[src/rtl/otfs_pkg.sv]
// Shared constants, types and helpers of the OFDM transmit frame shaper
package otfs_pkg;
  localparam int SW    = 16;  // Sample width
  localparam int WW    = 16;  // Window weight width, unsigned Q1.15
  localparam int WFRAC = 15;
  localparam int GFRAC = 14;  // Gain is unsigned Q2.14
  localparam int OVL   = 8;   // Boundary region length
  localparam int PW    = 9;   // Sample position width
  localparam int TMG   = 6;   // Tone map groups
  localparam int MBMAX = 4;   // Most bits per carrier
  localparam int PN_W  = 7;
  localparam int PN_TA = 6;   // Feedback taps of the filler generator
  localparam int PN_TB = 3;

  localparam logic [PW-1:0] LEN_FFT  = 9'h100;
  localparam logic [PW-1:0] LEN_CP   = 9'h01e;
  localparam logic [PW-1:0] LEN_HALF = 9'h080;
  localparam logic [PW-1:0] LEN_SYM  = LEN_FFT + LEN_CP;    // Samples taken per shaped symbol
  localparam logic [PW-1:0] LEN_NET  = LEN_SYM - PW'(OVL);  // Duration once overlapped
  localparam logic [7:0]    NPRE_S   = 8'h08;
  localparam logic [7:0]    NPRE_L   = 8'h0c;
  localparam logic [7:0]    NHDR     = 8'h0c;

  localparam logic [WW-1:0]     W_UNITY = 16'h8000;
  localparam logic [OVL*WW-1:0] W_HEAD  = {16'h7b1f, 16'h6d43, 16'h587d, 16'h4000,
                                           16'h2783, 16'h12bd, 16'h04e0, 16'h0000};
  localparam logic [WW-1:0]     G_UNITY = 16'h4000;
  localparam logic [WW-1:0]     G_3DB   = 16'h5a82;  // Square root of two
  localparam logic signed [SW-1:0] SMAX = 16'sh7fff;
  localparam logic signed [SW-1:0] SMIN = 16'sh8000;
  localparam logic [PN_W-1:0] PN_SEED   = 7'h7f;
  localparam logic [TMG-1:0]  MAP_ALL   = 6'h3f;
  localparam logic [TMG-1:0]  MAP_FIRST = 6'h01;

  typedef enum logic [3:0] {
    M_DBPSK, M_DQPSK, M_D8PSK, M_BPSK, M_QPSK, M_8PSK, M_QAM16, M_ROBUST, M_SROBUST
  } otfs_mod_e;

  // Gray coded along the frame up to flush; header to flush and flush to idle change two bits
  typedef enum logic [3:0] {
    S_IDLE = 4'h0, S_PRE = 4'h1, S_MSYNC = 4'h3, S_HALFM = 4'h2, S_CTRL = 4'h6,
    S_INV_SYNC = 4'h7, S_SYNC = 4'h5, S_DATA = 4'h4, S_FLUSH = 4'hc
  } otfs_state_e;

  typedef struct packed {
    logic            coherent;
    logic            ack;
    logic            long_pre;
    logic [7:0]      n_data;
    otfs_mod_e       mod;
    logic [TMG-1:0]  tone_map_group_field;
  } otfs_cfg_s;

  typedef struct packed {
    logic             valid;
    logic             masked;
    logic             pilot;
    logic             data_sym;
    logic [2:0]       group;
    logic [MBMAX-1:0] bits;
  } otfs_tone_s;

  typedef struct packed {
    logic             valid;
    logic             zero_amp;
    logic             pilot;
    logic             take;
    logic [MBMAX-1:0] bits;
  } otfs_tone_out_s;

  function automatic logic [2:0] mod_bits(input otfs_mod_e m);
    case (m)
      M_DQPSK, M_QPSK: return 3'h2;
      M_D8PSK, M_8PSK: return 3'h3;
      M_QAM16:         return 3'h4;
      default:         return 3'h1;
    endcase
  endfunction

  function automatic logic robust(input otfs_mod_e m);
    return (m == M_ROBUST) || (m == M_SROBUST);
  endfunction

  // Tail weights are the head weights read backwards
  function automatic logic [WW-1:0] win_w(input logic [2:0] idx, input logic tail);
    logic [2:0] k;
    k = tail ? ~idx : idx;
    return W_HEAD[k*WW +: WW];
  endfunction

  function automatic logic signed [SW-1:0] sat(input logic signed [SW+1:0] v);
    if (v > SMAX) return SMAX;
    if (v < SMIN) return SMIN;
    return v[SW-1:0];
  endfunction
endpackage

[src/rtl/otfs_frame_shaper.sv]
// Frame sequencer, windowing and overlap-add output stage of the OFDM transmitter
// What this block does
// - Shape each header, sync and data symbol edge over eight samples with raised-cosine weights.
// - Samples between head and tail regions pass with unity weight.
// - Head weights rise 0 to 0.9619; tail weights are reversed.
// - Add weighted head of each symbol to weighted tail of the previous.
// - First symbol after the preamble overlaps the preamble tail.
// - Final symbol tail goes out weighted with nothing added.
// - Chosen tone map always keeps at least one group carrying data.
// - Masked carriers get no phase and zero amplitude in every mode.
// - Non-robust modes also obey the tone map; off carriers carry no payload.
// - Unused unmasked carriers get PN bits, as many as the modulation needs.
// - Filler PN reseeded to all ones per frame, stepped per filled carrier.
// - First PN bit of a symbol goes to the LSB, last to MSB.
// - Coherent data frames send inverted sync then sync before data.
// - Sync symbol is a tone symbol plus cyclic prefix and overlap, 278 net.
// - Sync symbol uses the preamble phase reference vector.
// - Inverted sync is the negated sync symbol, same length.
// - Pilots only in coherent data symbols; acknowledgements stay differential.
// - Preamble is 8 or 12 tone symbols, one closing unit, half unit.
// - In coherent frames, preamble and both sync symbols are sent 3 dB above data.
// - Twelve header symbols follow the preamble and flag coherent payload.
// - Pilot carriers are left out of the interleaved carrier set.
module otfs_frame_shaper (
  input  wire logic                           clk_i,
  input  wire logic                           rst_b_i,
  input  wire logic                           start_i,
  input  wire otfs_pkg::otfs_cfg_s            cfg_i,
  input  wire logic                           in_valid_i,
  input  wire logic signed [otfs_pkg::SW-1:0] in_sample_i,
  output logic                                in_ready_o,
  output logic                                out_valid_o,
  output logic signed [otfs_pkg::SW-1:0]      out_sample_o,
  output otfs_pkg::otfs_state_e               sym_kind_o,
  output logic                                hdr_coherent_o,
  output logic                                frame_done_o,
  input  wire otfs_pkg::otfs_tone_s           tone_i,
  output otfs_pkg::otfs_tone_out_s            tone_o
);
  import otfs_pkg::*;
  otfs_state_e          st_d;
  otfs_cfg_s            cfg_q;
  otfs_tone_out_s       tone_d;
  logic [PW-1:0]        pos_q, len, tstart;
  logic [7:0]           cnt_q, nsym;
  logic [2:0]           fcnt_q, widx;
  logic signed [SW-1:0] tbuf_q [OVL];
  logic signed [SW-1:0] wsmp;
  logic                 tvld_q, acc, last_smp, last_sym, sym_end, grp_end;
  logic                 shaped, head, tail, boost, neg, fstart;

  // Length and count of the symbols in the current state
  always_comb begin
    len  = LEN_SYM;
    nsym = 8'h01;
    case (sym_kind_o)
      S_PRE: begin
        len  = LEN_FFT;
        nsym = cfg_q.long_pre ? NPRE_L : NPRE_S;
      end
      S_MSYNC: len = LEN_FFT;
      S_HALFM: len = LEN_HALF;
      S_CTRL:  nsym = NHDR;
      S_DATA:  nsym = cfg_q.n_data;
      default: ;
    endcase
  end

  // Sample position decode
  assign fstart   = (sym_kind_o == S_IDLE) && start_i;
  assign acc      = in_valid_i && in_ready_o;
  assign tstart   = len - PW'(OVL);
  assign last_smp = pos_q == (len - PW'(1));
  assign last_sym = cnt_q == (nsym - 8'h01);
  assign sym_end  = acc && last_smp;
  assign grp_end  = sym_end && last_sym;
  // every shaped symbol gets both edges
  assign shaped   = sym_kind_o inside {S_CTRL, S_INV_SYNC, S_SYNC, S_DATA};
  assign head     = shaped && (pos_q < PW'(OVL));
  // closing half unit gets a tail for the first symbol to overlap
  assign tail     = (shaped || (sym_kind_o == S_HALFM)) && (pos_q >= tstart);
  assign boost    = cfg_q.coherent && (sym_kind_o inside {S_PRE, S_MSYNC, S_HALFM, S_INV_SYNC, S_SYNC});
  // inverted sync is a sign flip of the sync stream
  assign neg      = sym_kind_o == S_INV_SYNC;
  assign widx     = head ? pos_q[2:0] : 3'(pos_q - tstart);

  otfs_window u_win (
    .smp_i   (in_sample_i),
    .idx_i   (widx),
    .head_i  (head),
    .tail_i  (tail),
    .boost_i (boost),
    .neg_i   (neg),
    .res_o   (wsmp)
  );

  // pilots only in coherent data frames
  otfs_pn_filler u_fill (
    .clk_i         (clk_i),
    .rst_b_i       (rst_b_i),
    .frame_start_i (fstart),
    .tone_map_i    (cfg_i.tone_map_group_field),
    .mod_i         (cfg_q.mod),
    .pilot_en_i    (cfg_q.coherent && !cfg_q.ack),
    .tone_i        (tone_i),
    .tone_o        (tone_d)
  );

  // Frame sequencing
  always_comb begin
    st_d = sym_kind_o;
    case (sym_kind_o)
      S_IDLE:     if (start_i) st_d = S_PRE;
      S_PRE:      if (grp_end) st_d = S_MSYNC;
      S_MSYNC:    if (grp_end) st_d = S_HALFM;
      S_HALFM:    if (grp_end) st_d = S_CTRL;
      S_CTRL: begin
        // sync pair only ahead of coherent data
        if (grp_end) begin
          if (cfg_q.ack || (cfg_q.n_data == 8'h00)) st_d = S_FLUSH;
          else if (cfg_q.coherent) st_d = S_INV_SYNC;
          else st_d = S_DATA;
        end
      end
      S_INV_SYNC: if (grp_end) st_d = S_SYNC;
      S_SYNC:     if (grp_end) st_d = S_DATA;
      S_DATA:     if (grp_end) st_d = S_FLUSH;
      S_FLUSH:    if (fcnt_q == 3'(OVL-1)) st_d = S_IDLE;
      default:    st_d = S_IDLE;
    endcase
  end

  // State and stream handshake; sym_kind_o also picks the phase reference upstream
  // sync states ask for the preamble reference vector
  always_ff @(posedge clk_i or negedge rst_b_i) begin
    if (!rst_b_i) begin
      sym_kind_o <= S_IDLE;
      in_ready_o <= 1'b0;
    end else begin
      sym_kind_o <= st_d;
      in_ready_o <= !(st_d inside {S_IDLE, S_FLUSH});
    end
  end

  // Frame settings held for the whole frame; start is ignored while busy
  always_ff @(posedge clk_i or negedge rst_b_i) begin
    if (!rst_b_i) begin
      cfg_q          <= '0;
      hdr_coherent_o <= 1'b0;
    end else if (fstart) begin
      cfg_q          <= cfg_i;
      hdr_coherent_o <= cfg_i.coherent && !cfg_i.ack;
    end
  end

  always_ff @(posedge clk_i or negedge rst_b_i) begin
    if (!rst_b_i) begin
      pos_q <= '0;
      cnt_q <= '0;
    end else if (st_d != sym_kind_o) begin
      pos_q <= '0;
      cnt_q <= '0;
    end else if (acc) begin
      pos_q <= last_smp ? '0 : pos_q + PW'(1);
      if (last_smp) cnt_q <= cnt_q + 8'h01;
    end
  end

  // Tail drain counter, runs only while flushing
  always_ff @(posedge clk_i or negedge rst_b_i) begin
    if (!rst_b_i) begin
      fcnt_q <= '0;
    end else if (sym_kind_o == S_FLUSH) begin
      fcnt_q <= fcnt_q + 3'h1;
    end else begin
      fcnt_q <= '0;
    end
  end

  // weighted tails wait here for the next head
  always_ff @(posedge clk_i or negedge rst_b_i) begin
    if (!rst_b_i) begin
      for (int i = 0; i < OVL; i++) tbuf_q[i] <= '0;
      tvld_q <= 1'b0;
    end else begin
      if (acc && tail) tbuf_q[widx] <= wsmp;
      if (acc && tail && (widx == 3'(OVL-1))) begin
        tvld_q <= 1'b1;
      end else if ((acc && head && (widx == 3'(OVL-1))) || fstart || (sym_kind_o == S_FLUSH)) begin
        tvld_q <= 1'b0;
      end
    end
  end

  // Output stage; tail samples produce nothing until overlapped or flushed
  always_ff @(posedge clk_i or negedge rst_b_i) begin
    if (!rst_b_i) begin
      out_valid_o  <= 1'b0;
      out_sample_o <= '0;
    end else if (sym_kind_o == S_FLUSH) begin
      out_valid_o  <= 1'b1;
      out_sample_o <= tbuf_q[fcnt_q];
    end else if (acc && !tail) begin
      out_valid_o  <= 1'b1;
      out_sample_o <= (head && tvld_q) ? sat((SW+2)'(wsmp) + (SW+2)'(tbuf_q[widx])) : wsmp;
    end else begin
      out_valid_o  <= 1'b0;
    end
  end

  // Registered tone result and end-of-frame pulse
  always_ff @(posedge clk_i or negedge rst_b_i) begin
    if (!rst_b_i) begin
      tone_o       <= '0;
      frame_done_o <= 1'b0;
    end else begin
      tone_o       <= tone_d;
      frame_done_o <= (sym_kind_o == S_FLUSH) && (st_d == S_IDLE);
    end
  end
endmodule // otfs_frame_shaper

[src/rtl/otfs_window.sv]
// Sample weighting: sign flip, gain boost and raised-cosine edge weight
module otfs_window (
  input  wire logic signed [otfs_pkg::SW-1:0] smp_i,
  input  wire logic [2:0]                     idx_i,
  input  wire logic                           head_i,
  input  wire logic                           tail_i,
  input  wire logic                           boost_i,
  input  wire logic                           neg_i,
  output logic signed [otfs_pkg::SW-1:0]      res_o
);
  import otfs_pkg::*;
  logic signed [SW:0]     n;
  logic signed [2*SW+1:0] pg;
  logic signed [2*SW+1:0] pw;
  logic signed [SW-1:0]   g;
  logic signed [SW-1:0]   r;
  logic [WW-1:0]          w;

  // Saturate after each stage so a boosted full-scale edge cannot wrap
  always_comb begin
    n     = (SW+1)'(smp_i);
    pg    = n * $signed({1'b0, boost_i ? G_3DB : G_UNITY});
    g     = sat(pg[SW+GFRAC+1:GFRAC]);
    w     = head_i ? win_w(idx_i, 1'b0) : (tail_i ? win_w(idx_i, 1'b1) : W_UNITY);
    pw    = g * $signed({1'b0, w});
    r     = sat(pw[SW+WFRAC+1:WFRAC]);
    // Negate last so the inverted sync is exactly minus the sync sample, rounding included
    res_o = neg_i ? sat(-(SW+2)'(r)) : r;
  end
endmodule // otfs_window

[src/rtl/otfs_pn_filler.sv]
// Tone map and tone mask stage that fills carriers without payload with PN bits
module otfs_pn_filler (
  input  wire logic                     clk_i,
  input  wire logic                     rst_b_i,
  input  wire logic                     frame_start_i,
  input  wire logic [otfs_pkg::TMG-1:0] tone_map_i,
  input  wire otfs_pkg::otfs_mod_e      mod_i,
  input  wire logic                     pilot_en_i,
  input  wire otfs_pkg::otfs_tone_s     tone_i,
  output otfs_pkg::otfs_tone_out_s      tone_o
);
  import otfs_pkg::*;
  logic [PN_W-1:0]  pn_q, pn_d;
  logic [TMG-1:0]   map_q;
  logic [MBMAX-1:0] pnb;
  logic [2:0]       nb;
  logic             off_map, pilot, fill;

  always_ff @(posedge clk_i or negedge rst_b_i) begin
    if (!rst_b_i) begin
      map_q <= MAP_ALL;
    end else if (frame_start_i) begin
      map_q <= (tone_map_i == '0) ? MAP_FIRST : tone_map_i;
    end
  end

  // Carrier classification and PN substitution
  always_comb begin
    nb      = mod_bits(mod_i);
    pilot   = pilot_en_i && tone_i.pilot && tone_i.data_sym;
    off_map = !robust(mod_i) && !((tone_i.group < TMG) && map_q[tone_i.group]);
    fill    = tone_i.valid && !pilot && (tone_i.masked || off_map);
    pn_d    = pn_q;
    pnb     = '0;
    // one PN bit per tone bit
    for (int i = 0; i < MBMAX; i++) begin
      if (fill && (i < nb)) begin
        pnb[i] = pn_d[PN_TA] ^ pn_d[PN_TB];
        pn_d   = {pn_d[PN_W-2:0], pnb[i]};
      end
    end
    tone_o          = '0;
    tone_o.valid    = tone_i.valid;
    tone_o.pilot    = pilot;
    tone_o.zero_amp = tone_i.valid && tone_i.masked;
    tone_o.take     = tone_i.valid && !pilot && !tone_i.masked && !off_map;
    tone_o.bits     = tone_o.take ? tone_i.bits : (tone_i.masked ? '0 : pnb);
  end

  // seeded per frame, advanced per filled carrier
  always_ff @(posedge clk_i or negedge rst_b_i) begin
    if (!rst_b_i) begin
      pn_q <= PN_SEED;
    end else if (frame_start_i) begin
      pn_q <= PN_SEED;
    end else begin
      pn_q <= pn_d;
    end
  end
endmodule // otfs_pn_filler

[config.mk]
export PLATFORM = sky130hd
export DESIGN_NAME = otfs_frame_shaper
export DESIGN_NICKNAME = d
export VERILOG_FILES = /design/src/rtl/otfs_pkg.sv /design/src/rtl/otfs_frame_shaper.sv /design/src/rtl/otfs_window.sv /design/src/rtl/otfs_pn_filler.sv
export SDC_FILE = /design/constraint.sdc
export NUM_CORES = 1
export LEC_CHECK = 0
export BUFFER_PORTS_ARGS = -buffer_cell sky130_fd_sc_hd__buf_2
export CAP_MARGIN = 25
export CORE_MARGIN = 2
export CORE_UTILIZATION = 50
export DETAILED_ROUTE_END_ITERATION = 16
export PLACE_DENSITY_LB_ADDON = 0.2
export SYNTH_ARGS = -nofsm -noshare
export SYNTH_HDL_FRONTEND = slang
export SYNTH_SLANG_ARGS = --single-unit
[constraint.sdc]
create_clock -name clk_i -period 38.1 [get_ports clk_i]
set_clock_uncertainty 0.05 [all_clocks]
set_input_delay 7.62 -clock clk_i [delete_from_list [all_inputs] [get_ports clk_i]]
set_output_delay 7.62 -clock clk_i [all_outputs]
set_load 0.01 [all_outputs]
Word-level counts from Yosys, hierarchy flattened --
Cells that the tools add are included. Widths: inputs -> output; s select.
Word-level totals: bits of input ports 52, output and inout bits 32, register bits after elaboration 209
Operators by class: $add $sub $neg 9, multipliers 2, shifts and indexed selects 2, multiplexer cells 90, bitwise logic cells 7, order comparisons 19, equal/unequal tests 21, reductions and logical operators 60
Operators with widths (count):
- $mux 16 | 27
- $shiftx 128x8->16 const A | 2
- $bwmux 128 | 1
- $bmux 16 s3 | 2
- $gt 18x16->1 const B | 3
- $lt 18x16->1 const B | 3
- $demux 16 s3 | 1
- $mux 4 | 12
- $pmux 4 s9 | 1
- $mux 7 | 5
- $mul 16x17->33 | 1
- $eq 4x3->1 const B | 8
- $mul 16x16->32 | 1
- $logic_and 1x1->1 | 30
- $mux 9 | 3
- $mux 1 | 25
- $mux 8 | 3
- $pmux 8 s3 | 1
- $neg 16->18 | 1
- $pmux 9 s2 | 1
- $add 16x16->17 | 1
- $gt 17x16->1 const B | 1
- $lt 17x16->1 const B | 1
- $mux 13 | 1
- 40 further kinds | 75

Longest topological paths before layout --
Gate-level depths: netlist (run 1).
word-level depth 36, depth in mapped cells 84, gate-level depth less buffers 75

Cells and area by module --
From an unflattened synthesis (run 1), not the netlist that was laid out.
Second synthesis, totals: cells, all modules 2869, area, all modules 26679.3 um2
Modules (own cells, without submodules):
- otfs_window | cells an instance 1771, area each 14584.0 um2, instances 1
- otfs_frame_shaper | cells an instance 957, area each 10782.8 um2, instances 1
- otfs_pn_filler | cells an instance 141, area each 1312.5 um2, instances 1

Least setup slack after synthesis (run 1) --
No wires, ideal clock.
path type input port to flip-flop, from input port in_sample_i[15] in the netlist's numbering, to register out_sample_o[8] in the netlist's numbering, required time 37.967 ns, path buffers 6, stages on the path 68, slack 14.103 ns, arrival 23.864 ns, cell sequence and2_1 -> ha_1 -> inv_1 -> fa_1 -> inv_1 -> fa_1 -> fa_1 -> fa_1 -> ha_1 -> ha_1 -> nand4_1 -> nor4_1 -> a211o_1 -> o31ai_4 -> nor2_2 -> nor2_1 -> nor2_1 -> clkbuf_1 -> [32 not listed] -> inv_1 -> ha_1 -> o21ai_0 -> a21boi_0 -> o21ai_0 -> a21oi_1 -> o21ai_0 -> a21boi_0 -> o21ai_0 -> a211oi_1 -> o21ai_0 -> a31oi_1 -> or2_2 -> clkbuf_1 -> inv_1 -> o31ai_1 -> nand2_1 -> o21ai_0
On the way: word-level cells in the longest chain between the ends 30
Ends and longest elaborated chain:
- from (decl) | RTL line otfs_frame_shaper.sv:30 | input wire logic signed [otfs_pkg::SW-1:0] in_sample_i,
- $mul 16x16->32 * | RTL line otfs_window.sv:22 | pg = n * $signed({1'b0, boost_i ? G_3DB : G_UNITY});
- $lt 18x16->1 | RTL line otfs_pkg.sv:93 | if (v < SMIN) return SMIN;
- $mux 1 (2 in a row) | RTL line otfs_pkg.sv:93
- $mux 16 | RTL line otfs_pkg.sv:94 | return v[SW-1:0];
- $mux 16 * | RTL line otfs_pkg.sv:93
- $mul 16x17->33 * | RTL line otfs_window.sv:25 | pw = g * $signed({1'b0, w});
- $lt 18x16->1 | RTL line otfs_pkg.sv:93
- $mux 1 (2 in a row) | RTL line otfs_pkg.sv:93
- [9 not listed]
- named net u_win.res_o (one bit) | RTL line otfs_window.sv:9 | output logic signed [otfs_pkg::SW-1:0] res_o
- [2 not listed]
- $mux 1 (2 in a row) | RTL line otfs_pkg.sv:93
- $mux 1 | RTL line otfs_frame_shaper.sv:203 | end else if (acc && !tail) begin
- $mux 1 | RTL line otfs_frame_shaper.sv:200 | end else if (sym_kind_o == S_FLUSH) begin
- $mux 16 | RTL line otfs_pkg.sv:94
- $mux 16 * | RTL line otfs_pkg.sv:93
- $mux 16 * | RTL line otfs_frame_shaper.sv:205 | out_sample_o <= (head && tvld_q) ? sat((SW+2)'(wsmp) + (SW+2)'(tbuf_q[widx])) : wsmp;
- $mux 16 * | RTL line otfs_frame_shaper.sv:203
- $mux 16 * | RTL line otfs_frame_shaper.sv:200
- to (signal assigned) | RTL line otfs_frame_shaper.sv:202 | out_sample_o <= tbuf_q[fcnt_q];
- to (signal assigned) | RTL line otfs_frame_shaper.sv:205
- to (decl) | RTL line otfs_frame_shaper.sv:33 | output logic signed [otfs_pkg::SW-1:0] out_sample_o,
Mark *: on every way through the listed nets, which the timed path passes. The rest lies on a longest branch. The select of a mux whose other input is x is not followed. A chain may end at the register's enable or synchronous reset.

Worst setup path after layout (run 1) --
from input port in_sample_i[15] in the netlist's numbering, to register out_sample_o[5] in the netlist's numbering
Same word-level chain as after synthesis.

==> flow_results.xml, run 1 <==
<?xml version="1.0" encoding="UTF-8"?>
<metrics>
  <group name="timing">
    <metric name="maxSlewHeadroom" unit="%">27.1</metric>
    <metric name="finalSetupTns" unit="ns">0</metric>
    <metric name="post-route-worst-setup-slack" unit="ns">11.53</metric>
    <metric name="final-hold-violation-count" unit="">0</metric>
    <metric name="grt_setup_unrepaired" unit="">no</metric>
    <metric name="setup-violations-final" unit="">0</metric>
    <metric name="final_period_minus_worst_setup_slack" unit="ns">26.57</metric>
    <metric name="worstMarginPinSlew" unit="ns">1.09</metric>
    <metric name="maxClockFrequency" unit="MHz">37.6</metric>
    <metric name="finalMaxSlewViolations" unit="">0</metric>
    <metric name="final.period_utilization" unit="%">69.7</metric>
    <metric name="hold_slack" unit="ns">0.453</metric>
  </group>
  <group name="cts">
    <metric name="cts_htree_levels" unit="">1</metric>
    <metric name="cts-hold-fix-buffers" unit="">0</metric>
    <metric name="cts_repair_resize_count" unit="">0</metric>
    <metric name="insertion_delay" unit="ns">0.51</metric>
    <metric name="clock_tree_from_tritoncts" unit="">done</metric>
    <metric name="buffers_inserted_during_post_cts_setup_optimization" unit="">0</metric>
    <metric name="clockRootBuffer" unit="">clkbuf_16</metric>
    <metric name="tritoncts_num_sinks" unit="">209</metric>
    <metric name="clock_tree.buffer_depth" unit="">3</metric>
    <metric name="clock_transition_at_path_regs" unit="ns">0.07</metric>
    <metric name="numCtsBuffers" unit="">20</metric>
  </group>
  <group name="critical_path">
    <metric name="timing.critical_path.fanout_max" unit="">24</metric>
    <metric name="setup_crit_start_kind" unit="">primary input</metric>
    <metric name="worstPathArrival" unit="ns">26.93</metric>
    <metric name="worst_ep_required_time" unit="ns">38.46</metric>
    <metric name="crit_buf_inv" unit="">14</metric>
    <metric name="setup.worst_path.class" unit="">primary input to flop</metric>
    <metric name="max_stage_delay" unit="ns">0.86</metric>
    <metric name="worst_setup_path_end_kind" unit="">flop</metric>
    <metric name="critPathTopFamily" unit="">adder cells</metric>
    <metric name="critical-path-slowest-cell" unit="">a21oi_1</metric>
  </group>
  <group name="grt">
    <metric name="grt_antenna_before_repair" unit="">0</metric>
    <metric name="global_route.usage.total" unit="%">28.3</metric>
    <metric name="grt.overflow.total" unit="">0</metric>
    <metric name="grt_pass1_vias" unit="">21741</metric>
    <metric name="grt_start_max_net_pins" unit="">106</metric>
    <metric name="grt_first_pass_wirelength" unit="um">120000</metric>
  </group>
  <group name="cells_and_area">
    <metric name="drive_above_1_share" unit="%">11.8</metric>
    <metric name="fillers" unit="">4713</metric>
    <metric name="layout.cells.most_common" unit="">inv_1</metric>
    <metric name="fin_nets" unit="">3487</metric>
    <metric name="layout_common_cells" unit="">inv_1 (358), nand2_1 (333), fa_1 (252), ha_1 (250), nor2_1 (239)</metric>
    <metric name="flow.area_growth_from_synthesis" unit="%">6.64</metric>
    <metric name="antenna-diode-count" unit="">0</metric>
  </group>
  <group name="drt">
    <metric name="drt_first_iter_violations" unit="">1899</metric>
    <metric name="via_per_inst" unit="">6.03</metric>
    <metric name="route.final.wire_length" unit="um">76000</metric>
    <metric name="avgRoutedWirePerCell" unit="um">21.0</metric>
    <metric name="drc_errors" unit="">0</metric>
    <metric name="via_count" unit="">21882</metric>
    <metric name="detail-route-antenna-nets" unit="">0</metric>
    <metric name="firstDrtPassIters" unit="">6</metric>
  </group>
  <group name="placed_design">
    <metric name="detailedPlacementHpwl" unit="um">59200</metric>
    <metric name="port-buffer-count" unit="">83</metric>
    <metric name="routabilityCongestion" unit="">1.01</metric>
    <metric name="place_worst_setup_slack" unit="ns">11.28</metric>
  </group>
  <group name="worst_hold_path">
    <metric name="hp-class" unit="">flop to flop</metric>
  </group>
  <group name="synthesis">
    <metric name="synth_fp_nets" unit="">3476</metric>
    <metric name="synth_edf_count" unit="">0</metric>
    <metric name="netlist_instances" unit="">2922</metric>
    <metric name="synth_sequential_area_ratio" unit="%">20.1</metric>
    <metric name="synth-async-reset-ratio" unit="%">100</metric>
    <metric name="mean_instance_size_in_the_synthesized_netlist" unit="sq um">8.93</metric>
    <metric name="syn-cell-area" unit="sq um">26100</metric>
    <metric name="synth_seq_cells" unit="">209</metric>
    <metric name="synth.distinct_cells" unit="">100</metric>
    <metric name="synth-main-ff-cell" unit="">dfrtp_1</metric>
    <metric name="ys_warn_count" unit="">0</metric>
  </group>
  <group name="floorplanning">
    <metric name="floorplan.die.height" unit="um">232</metric>
    <metric name="dieWidth" unit="um">232</metric>
    <metric name="floorplan.initialDensity" unit="%">50.7</metric>
    <metric name="io-pin-count" unit="">84</metric>
    <metric name="core_ar" unit="sq um">51400</metric>
    <metric name="standard_cell_row_count" unit="">83</metric>
    <metric name="die_outline_area" unit="sq um">54000</metric>
  </group>
  <group name="flow_run">
    <metric name="drv_cap" unit="">0</metric>
  </group>
  <group name="status">
    <metric name="status" unit="">finished, final reports clean</metric>
  </group>
</metrics>
==> cells in the mapped netlist (all sizes together) (16+ instances only) <==
cell    number  area share (%)
a211o       18            0.60
a21o        43             1.2
a21oi      147             2.9
a31oi       21            0.55
and2        24            0.58
and3        26            0.62
buf         25            0.48
clkbuf     109             1.6
dfrtp      196              19
fa         252              19
ha         250              12
inv        361             5.2
mux2        79             3.4
mux2i       33             1.3
mux4        33             2.8
nand2      333             4.8
nand3       60             1.2
nand4       29            0.78
nor2       242             3.5
nor2b       19            0.46
nor3        38            0.79
nor4        23            0.66
o21ai      163             3.2
o22ai       66             1.6
or2         16            0.38
or3         16            0.38
xnor2       56             1.9
xor2        26            0.87
==> layer usage <==
metal | up-vias | track usage, % | part of all wire, %
met1 | 10864 | 37.9 | 42
met2 | 802 | 47.1 | 48
met4 | 0 | 10.7 | 3.9
li1 | 10046 | - | -
met3 | 170 | 3.30 | 6.3
met5 | - | 0 | 0
==> final timing paths <==
| kind | slack [ns] | from | cells past startpoint | end |
|---|---|---|---|---|
| max | 11.53 | in_sample_i[15] | 69 | out_sample_o[5]$_DFFE_PN0P_ |
| min | 0.45 | tbuf_q[84]$_DFFE_PN0P_ | 2 | tbuf_q[84]$_DFFE_PN0P_ |
| max reg2reg | 17.35 | sym_kind_o[1]$_DFF_PN0_ | 71 | out_sample_o[5]$_DFFE_PN0P_ |
| min reg2reg | 0.45 | tbuf_q[84]$_DFFE_PN0P_ | 2 | tbuf_q[84]$_DFFE_PN0P_ |
| max in group asynchronous | 29.64 | rst_b_i | 2 | tbuf_q[23]$_DFFE_PN0P_ |
| min in group asynchronous | 7.16 | rst_b_i | 1 | tbuf_q[32]$_DFFE_PN0P_ |
==> flip-flops by register name, summed over array words and instances (netlist names) <==
name and cells:
pos_q 9, tbuf_q 128, u_fill.pn_q 7, in_ready_o 1, tone_o 8, cnt_q 8, hdr_coherent_o 1, sym_kind_o 4
frame_done_o 1, fcnt_q 3, u_fill.map_q 6, tvld_q 1, out_sample_o 16, out_valid_o 1, cfg_q 15
==> worst reg2reg max path, delay by kind of cell, from the launching register on <==
family	cells	cell delay (ns)
compound gates	28	7.38
simple gates	12	3.07
buf+inv	14	2.04
flops	1	0.76
xor+xnor	1	0.12
fa+ha+maj	16	7.26
==> area by class of cell <==
type                       instances  area (sq um)  share of cell area (%)
clock inverter                     7          66.3                   0.238
timing repair buffer             123           733                    2.64
clock buffer                      29           596                    2.14
tap                              680           851                    3.06
sequential                       209          5250                    18.9
multi-input combinational       2217         19000                    68.2
inverter                         362          1360                    4.88
==> kinds of logic (layout without fill, tap and decap cells) <==
logic type | after synthesis | after routing | share of synthesized area, %
AND/OR/NAND/NOR | 874 | 874 | 15.5
AO/OA/AOI/OAI | 614 | 614 | 15.5
adder cells (fa/ha/maj) | 502 | 502 | 31.3
buffers and inverters | 496 | 521 | 7.26
flip-flops | 209 | 209 | 20.1
multiplexers | 145 | 145 | 7.53
XOR/XNOR | 82 | 82 | 2.75
==> metrics by stage <==
| step | area, sq um | std cells | util (%) |
|---|---|---|---|
| 6_report | 27800 | 3627 | 54.1 |
| 5_1_grt | 27800 | 3627 | 54.1 |
| 4_1_cts | 27800 | 3624 | 54.1 |
| 3_5_place_dp | 27100 | 3588 | 52.8 |
| 3_3_place_gp | 27100 | 3586 | 52.7 |
| 2_1_floorplan | 26100 | 2922 | - |
Power of run 1 is left out: the tool's default activity adds up to more than one toggle a clock period on the data nets, which glitch-free logic cannot reach.
==> inputs of run 2 (changes only) <==
--- a/config.mk
+++ b/config.mk
@@ -5,6 +5,7 @@
 export SDC_FILE = /design/constraint.sdc
 export NUM_CORES = 1
 export LEC_CHECK = 0
+export ABC_AREA = 1
 export BUFFER_PORTS_ARGS = -buffer_cell sky130_fd_sc_hd__buf_2
 export CAP_MARGIN = 25
 export CORE_MARGIN = 2
==> constraint.sdc (replaced) <==
create_clock -name clk_i -period 25.9 [get_ports clk_i]
set_clock_uncertainty 0.05 [all_clocks]
set_input_delay 5.18 -clock clk_i [delete_from_list [all_inputs] [get_ports clk_i]]
set_output_delay 5.18 -clock clk_i [all_outputs]
set_load 0.01 [all_outputs]
==> flow_results.xml, run 2 <==
<?xml version="1.0" encoding="UTF-8"?>
<metrics>
  <group name="floorplanning">
    <metric name="floorplan.die.height" unit="um">230</metric>
    <metric name="standard_cell_row_count" unit="">82</metric>
    <metric name="dieWidth" unit="um">230</metric>
    <metric name="floorplan.initialDensity" unit="%">50.8</metric>
    <metric name="die_outline_area" unit="sq um">52800</metric>
    <metric name="core_ar" unit="sq um">50200</metric>
    <metric name="io-pin-count" unit="">84</metric>
  </group>
  <group name="drt">
    <metric name="avgRoutedWirePerCell" unit="um">17.8</metric>
    <metric name="via_per_inst" unit="">5.55</metric>
    <metric name="detail-route-antenna-nets" unit="">0</metric>
    <metric name="firstDrtPassIters" unit="">6</metric>
    <metric name="route.final.wire_length" unit="um">72900</metric>
    <metric name="drc_errors" unit="">0</metric>
    <metric name="via_count" unit="">22730</metric>
    <metric name="drt_first_iter_violations" unit="">2239</metric>
  </group>
  <group name="cts">
    <metric name="cts_repair_resize_count" unit="">0</metric>
    <metric name="buffers_inserted_during_post_cts_setup_optimization" unit="">0</metric>
    <metric name="cts-hold-fix-buffers" unit="">0</metric>
    <metric name="clock_tree_from_tritoncts" unit="">done</metric>
    <metric name="insertion_delay" unit="ns">0.54</metric>
    <metric name="cts_htree_levels" unit="">1</metric>
    <metric name="clockRootBuffer" unit="">clkbuf_16</metric>
    <metric name="clock_transition_at_path_regs" unit="ns">0.06</metric>
    <metric name="numCtsBuffers" unit="">23</metric>
    <metric name="tritoncts_num_sinks" unit="">209</metric>
    <metric name="clock_tree.buffer_depth" unit="">3</metric>
  </group>
  <group name="synthesis">
    <metric name="synth-async-reset-ratio" unit="%">100</metric>
    <metric name="synthTopCellsByCount" unit="">nand2_1 (687), inv_1 (575), nor2_1 (375), fa_1 (252), ha_1 (250)</metric>
    <metric name="netlist.area_leader.share" unit="%">19.8</metric>
    <metric name="synth_top_cells_by_area" unit="">fa_1 (20%), dfrtp_1 (19%), ha_1 (12%)</metric>
    <metric name="mean_instance_size_in_the_synthesized_netlist" unit="sq um">7.60</metric>
    <metric name="synth_sequential_area_ratio" unit="%">20.6</metric>
    <metric name="syn-cell-area" unit="sq um">25500</metric>
    <metric name="netlist_instances" unit="">3353</metric>
    <metric name="synth_seq_cells" unit="">209</metric>
    <metric name="synth_largest_area_cell" unit="">fa_1</metric>
    <metric name="synth_most_common_cell" unit="">nand2_1</metric>
    <metric name="ys_warn_count" unit="">0</metric>
    <metric name="synth.distinct_cells" unit="">61</metric>
    <metric name="synth_edf_count" unit="">0</metric>
    <metric name="synth_fp_nets" unit="">3907</metric>
    <metric name="synth-main-ff-cell" unit="">dfrtp_1</metric>
  </group>
  <group name="timing">
    <metric name="finalSetupTns" unit="ns">0</metric>
    <metric name="final_period_minus_worst_setup_slack" unit="ns">21.71</metric>
    <metric name="setup-violations-final" unit="">0</metric>
    <metric name="maxClockFrequency" unit="MHz">46.1</metric>
    <metric name="grt_setup_unrepaired" unit="">no</metric>
    <metric name="worstMarginPinSlew" unit="ns">1.05</metric>
    <metric name="finalMaxSlewViolations" unit="">0</metric>
    <metric name="maxSlewHeadroom" unit="%">29.9</metric>
    <metric name="final.period_utilization" unit="%">83.8</metric>
    <metric name="final-hold-violation-count" unit="">0</metric>
  </group>
  <group name="flow_run">
    <metric name="drv_cap" unit="">0</metric>
  </group>
  <group name="grt">
    <metric name="grt.overflow.total" unit="">0</metric>
    <metric name="global_route.usage.total" unit="%">28.0</metric>
    <metric name="top_usage_layer" unit="">met2</metric>
    <metric name="grt_pass1_vias" unit="">23289</metric>
    <metric name="grt_start_max_net_pins" unit="">95</metric>
    <metric name="grt_antenna_before_repair" unit="">0</metric>
    <metric name="use_met3" unit="%">4.48</metric>
    <metric name="grt_util_met2" unit="%">45.1</metric>
    <metric name="grt_first_pass_wirelength" unit="um">120000</metric>
    <metric name="gr-usage-met1" unit="%">39.3</metric>
  </group>
  <group name="cells_and_area">
    <metric name="layout.cells.most_common" unit="">nand2_1</metric>
    <metric name="register_bank_with_the_most_flops" unit="">tbuf_q</metric>
    <metric name="flow.area_growth_from_synthesis" unit="%">8.02</metric>
    <metric name="fin_nets" unit="">3964</metric>
    <metric name="drive_above_1_share" unit="%">7.85</metric>
    <metric name="antenna-diode-count" unit="">0</metric>
    <metric name="layout_common_cells" unit="">nand2_1 (687), inv_1 (575), nor2_1 (375), fa_1 (252), ha_1 (250)</metric>
    <metric name="finish.instance_area" unit="sq um">27500</metric>
    <metric name="largestRegisters" unit="">tbuf_q (128), out_sample_o (16), cfg_q (15)</metric>
    <metric name="finish.utilization" unit="%">54.8</metric>
    <metric name="largest_register_ff_count" unit="">128</metric>
  </group>
  <group name="critical_path">
    <metric name="setup_crit_start_kind" unit="">primary input</metric>
    <metric name="critPathTopFamily" unit="">adder cells</metric>
    <metric name="crit_top_cell" unit="">nand2_1</metric>
    <metric name="crit_buf_inv" unit="">14</metric>
    <metric name="max_stage_delay" unit="ns">0.55</metric>
    <metric name="critical_path.reg2reg.startpoint" unit="">sym_kind_o[1]$_DFF_PN0_</metric>
    <metric name="worst_setup_path_end_kind" unit="">flop</metric>
    <metric name="critical-path-slowest-cell" unit="">fa_1</metric>
    <metric name="worst_ep_required_time" unit="ns">26.31</metric>
    <metric name="reg2reg_depth" unit="">80</metric>
    <metric name="setup.reg_to_reg.worst_slack" unit="ns">7.86</metric>
    <metric name="rr_endpoint" unit="">out_sample_o[0]$_DFFE_PN0P_</metric>
    <metric name="worstPathArrival" unit="ns">22.12</metric>
    <metric name="timing.critical_path.fanout_max" unit="">24</metric>
    <metric name="setup.worst_path.class" unit="">primary input to flop</metric>
    <metric name="cp.depth" unit="">81</metric>
  </group>
  <group name="placed_design">
    <metric name="placedInstanceArea" unit="sq um">26600</metric>
    <metric name="routabilityCongestion" unit="">0.960</metric>
    <metric name="detailedPlacementHpwl" unit="um">56500</metric>
    <metric name="port-buffer-count" unit="">83</metric>
  </group>
  <group name="worst_hold_path">
    <metric name="min_delay_worst_endpoint" unit="">u_fill.map_q[1]$_DFFE_PN1P_</metric>
    <metric name="hp-class" unit="">flop to flop</metric>
    <metric name="hold_path.startpoint" unit="">u_fill.map_q[1]$_DFFE_PN1P_</metric>
    <metric name="min_delay_path_depth" unit="">2</metric>
  </group>
  <group name="status">
    <metric name="status" unit="">finished, final reports clean</metric>
  </group>
</metrics>
[run 2: tightest hold or removal path: stages (launching register included)]
cell	delay (ns)
dfstp_2	0.37
nand2_1	0.05
nand2_1	0.05
[run 2: layout make-up]
cell class                 count  area, sq um
inverter                     599         2250
timing repair buffer         114          769
clock buffer                  35          661
clock inverter                 6          110
fill                        4657        22700
sequential                   209         5250
tap                          672          841
multi-input combinational   2463        17600
[run 2: layer usage]
metal  wire length (um)  vias up  share of wire, %
li1                   -    10769                 -
met1              32000    10792                44
met2              32700     1000                45
met3               6080      169               8.3
met4               2200        0               3.0
met5                  0        -                 0
[run 2: stage by stage]
stage	setup WS [ns]	instances	hold slack, ns
floorplan	5.66	3353	0.396
global placement	4.00	4050	0.409
detailed placement	3.77	4050	0.408
CTS	4.26	4091	0.419
global route	2.61	4098	0.473
finish	4.19	4098	0.424
[run 2: cells by family after synthesis]
logic type,synth area share [%]
simple gates,21.8
buf+inv,10.2
compound gates,13.1
fa+ha+maj,32.1
flops,20.6
xor+xnor,2.20
mux,0.0393
[run 2: how the worst max path moves through the flow]
| stage | startpoint | slack [ns] | end |
|---|---|---|---|
| final | in_sample_i[14] | 4.19 | out_sample_o[0]$_DFFE_PN0P_ |
| after floorplan | in_sample_i[15] | 5.66 | out_sample_o[10]$_DFFE_PN0P_ |
| after global placement | in_sample_i[14] | 4.00 | out_sample_o[0]$_DFFE_PN0P_ |
| after detailed placement | in_sample_i[14] | 3.77 | out_sample_o[0]$_DFFE_PN0P_ |
| after global routing | in_sample_i[14] | 2.61 | out_sample_o[11]$_DFFE_PN0P_ |
| after CTS | in_sample_i[14] | 4.26 | out_sample_o[0]$_DFFE_PN0P_ |
Power of run 2 is left out for the same reason.
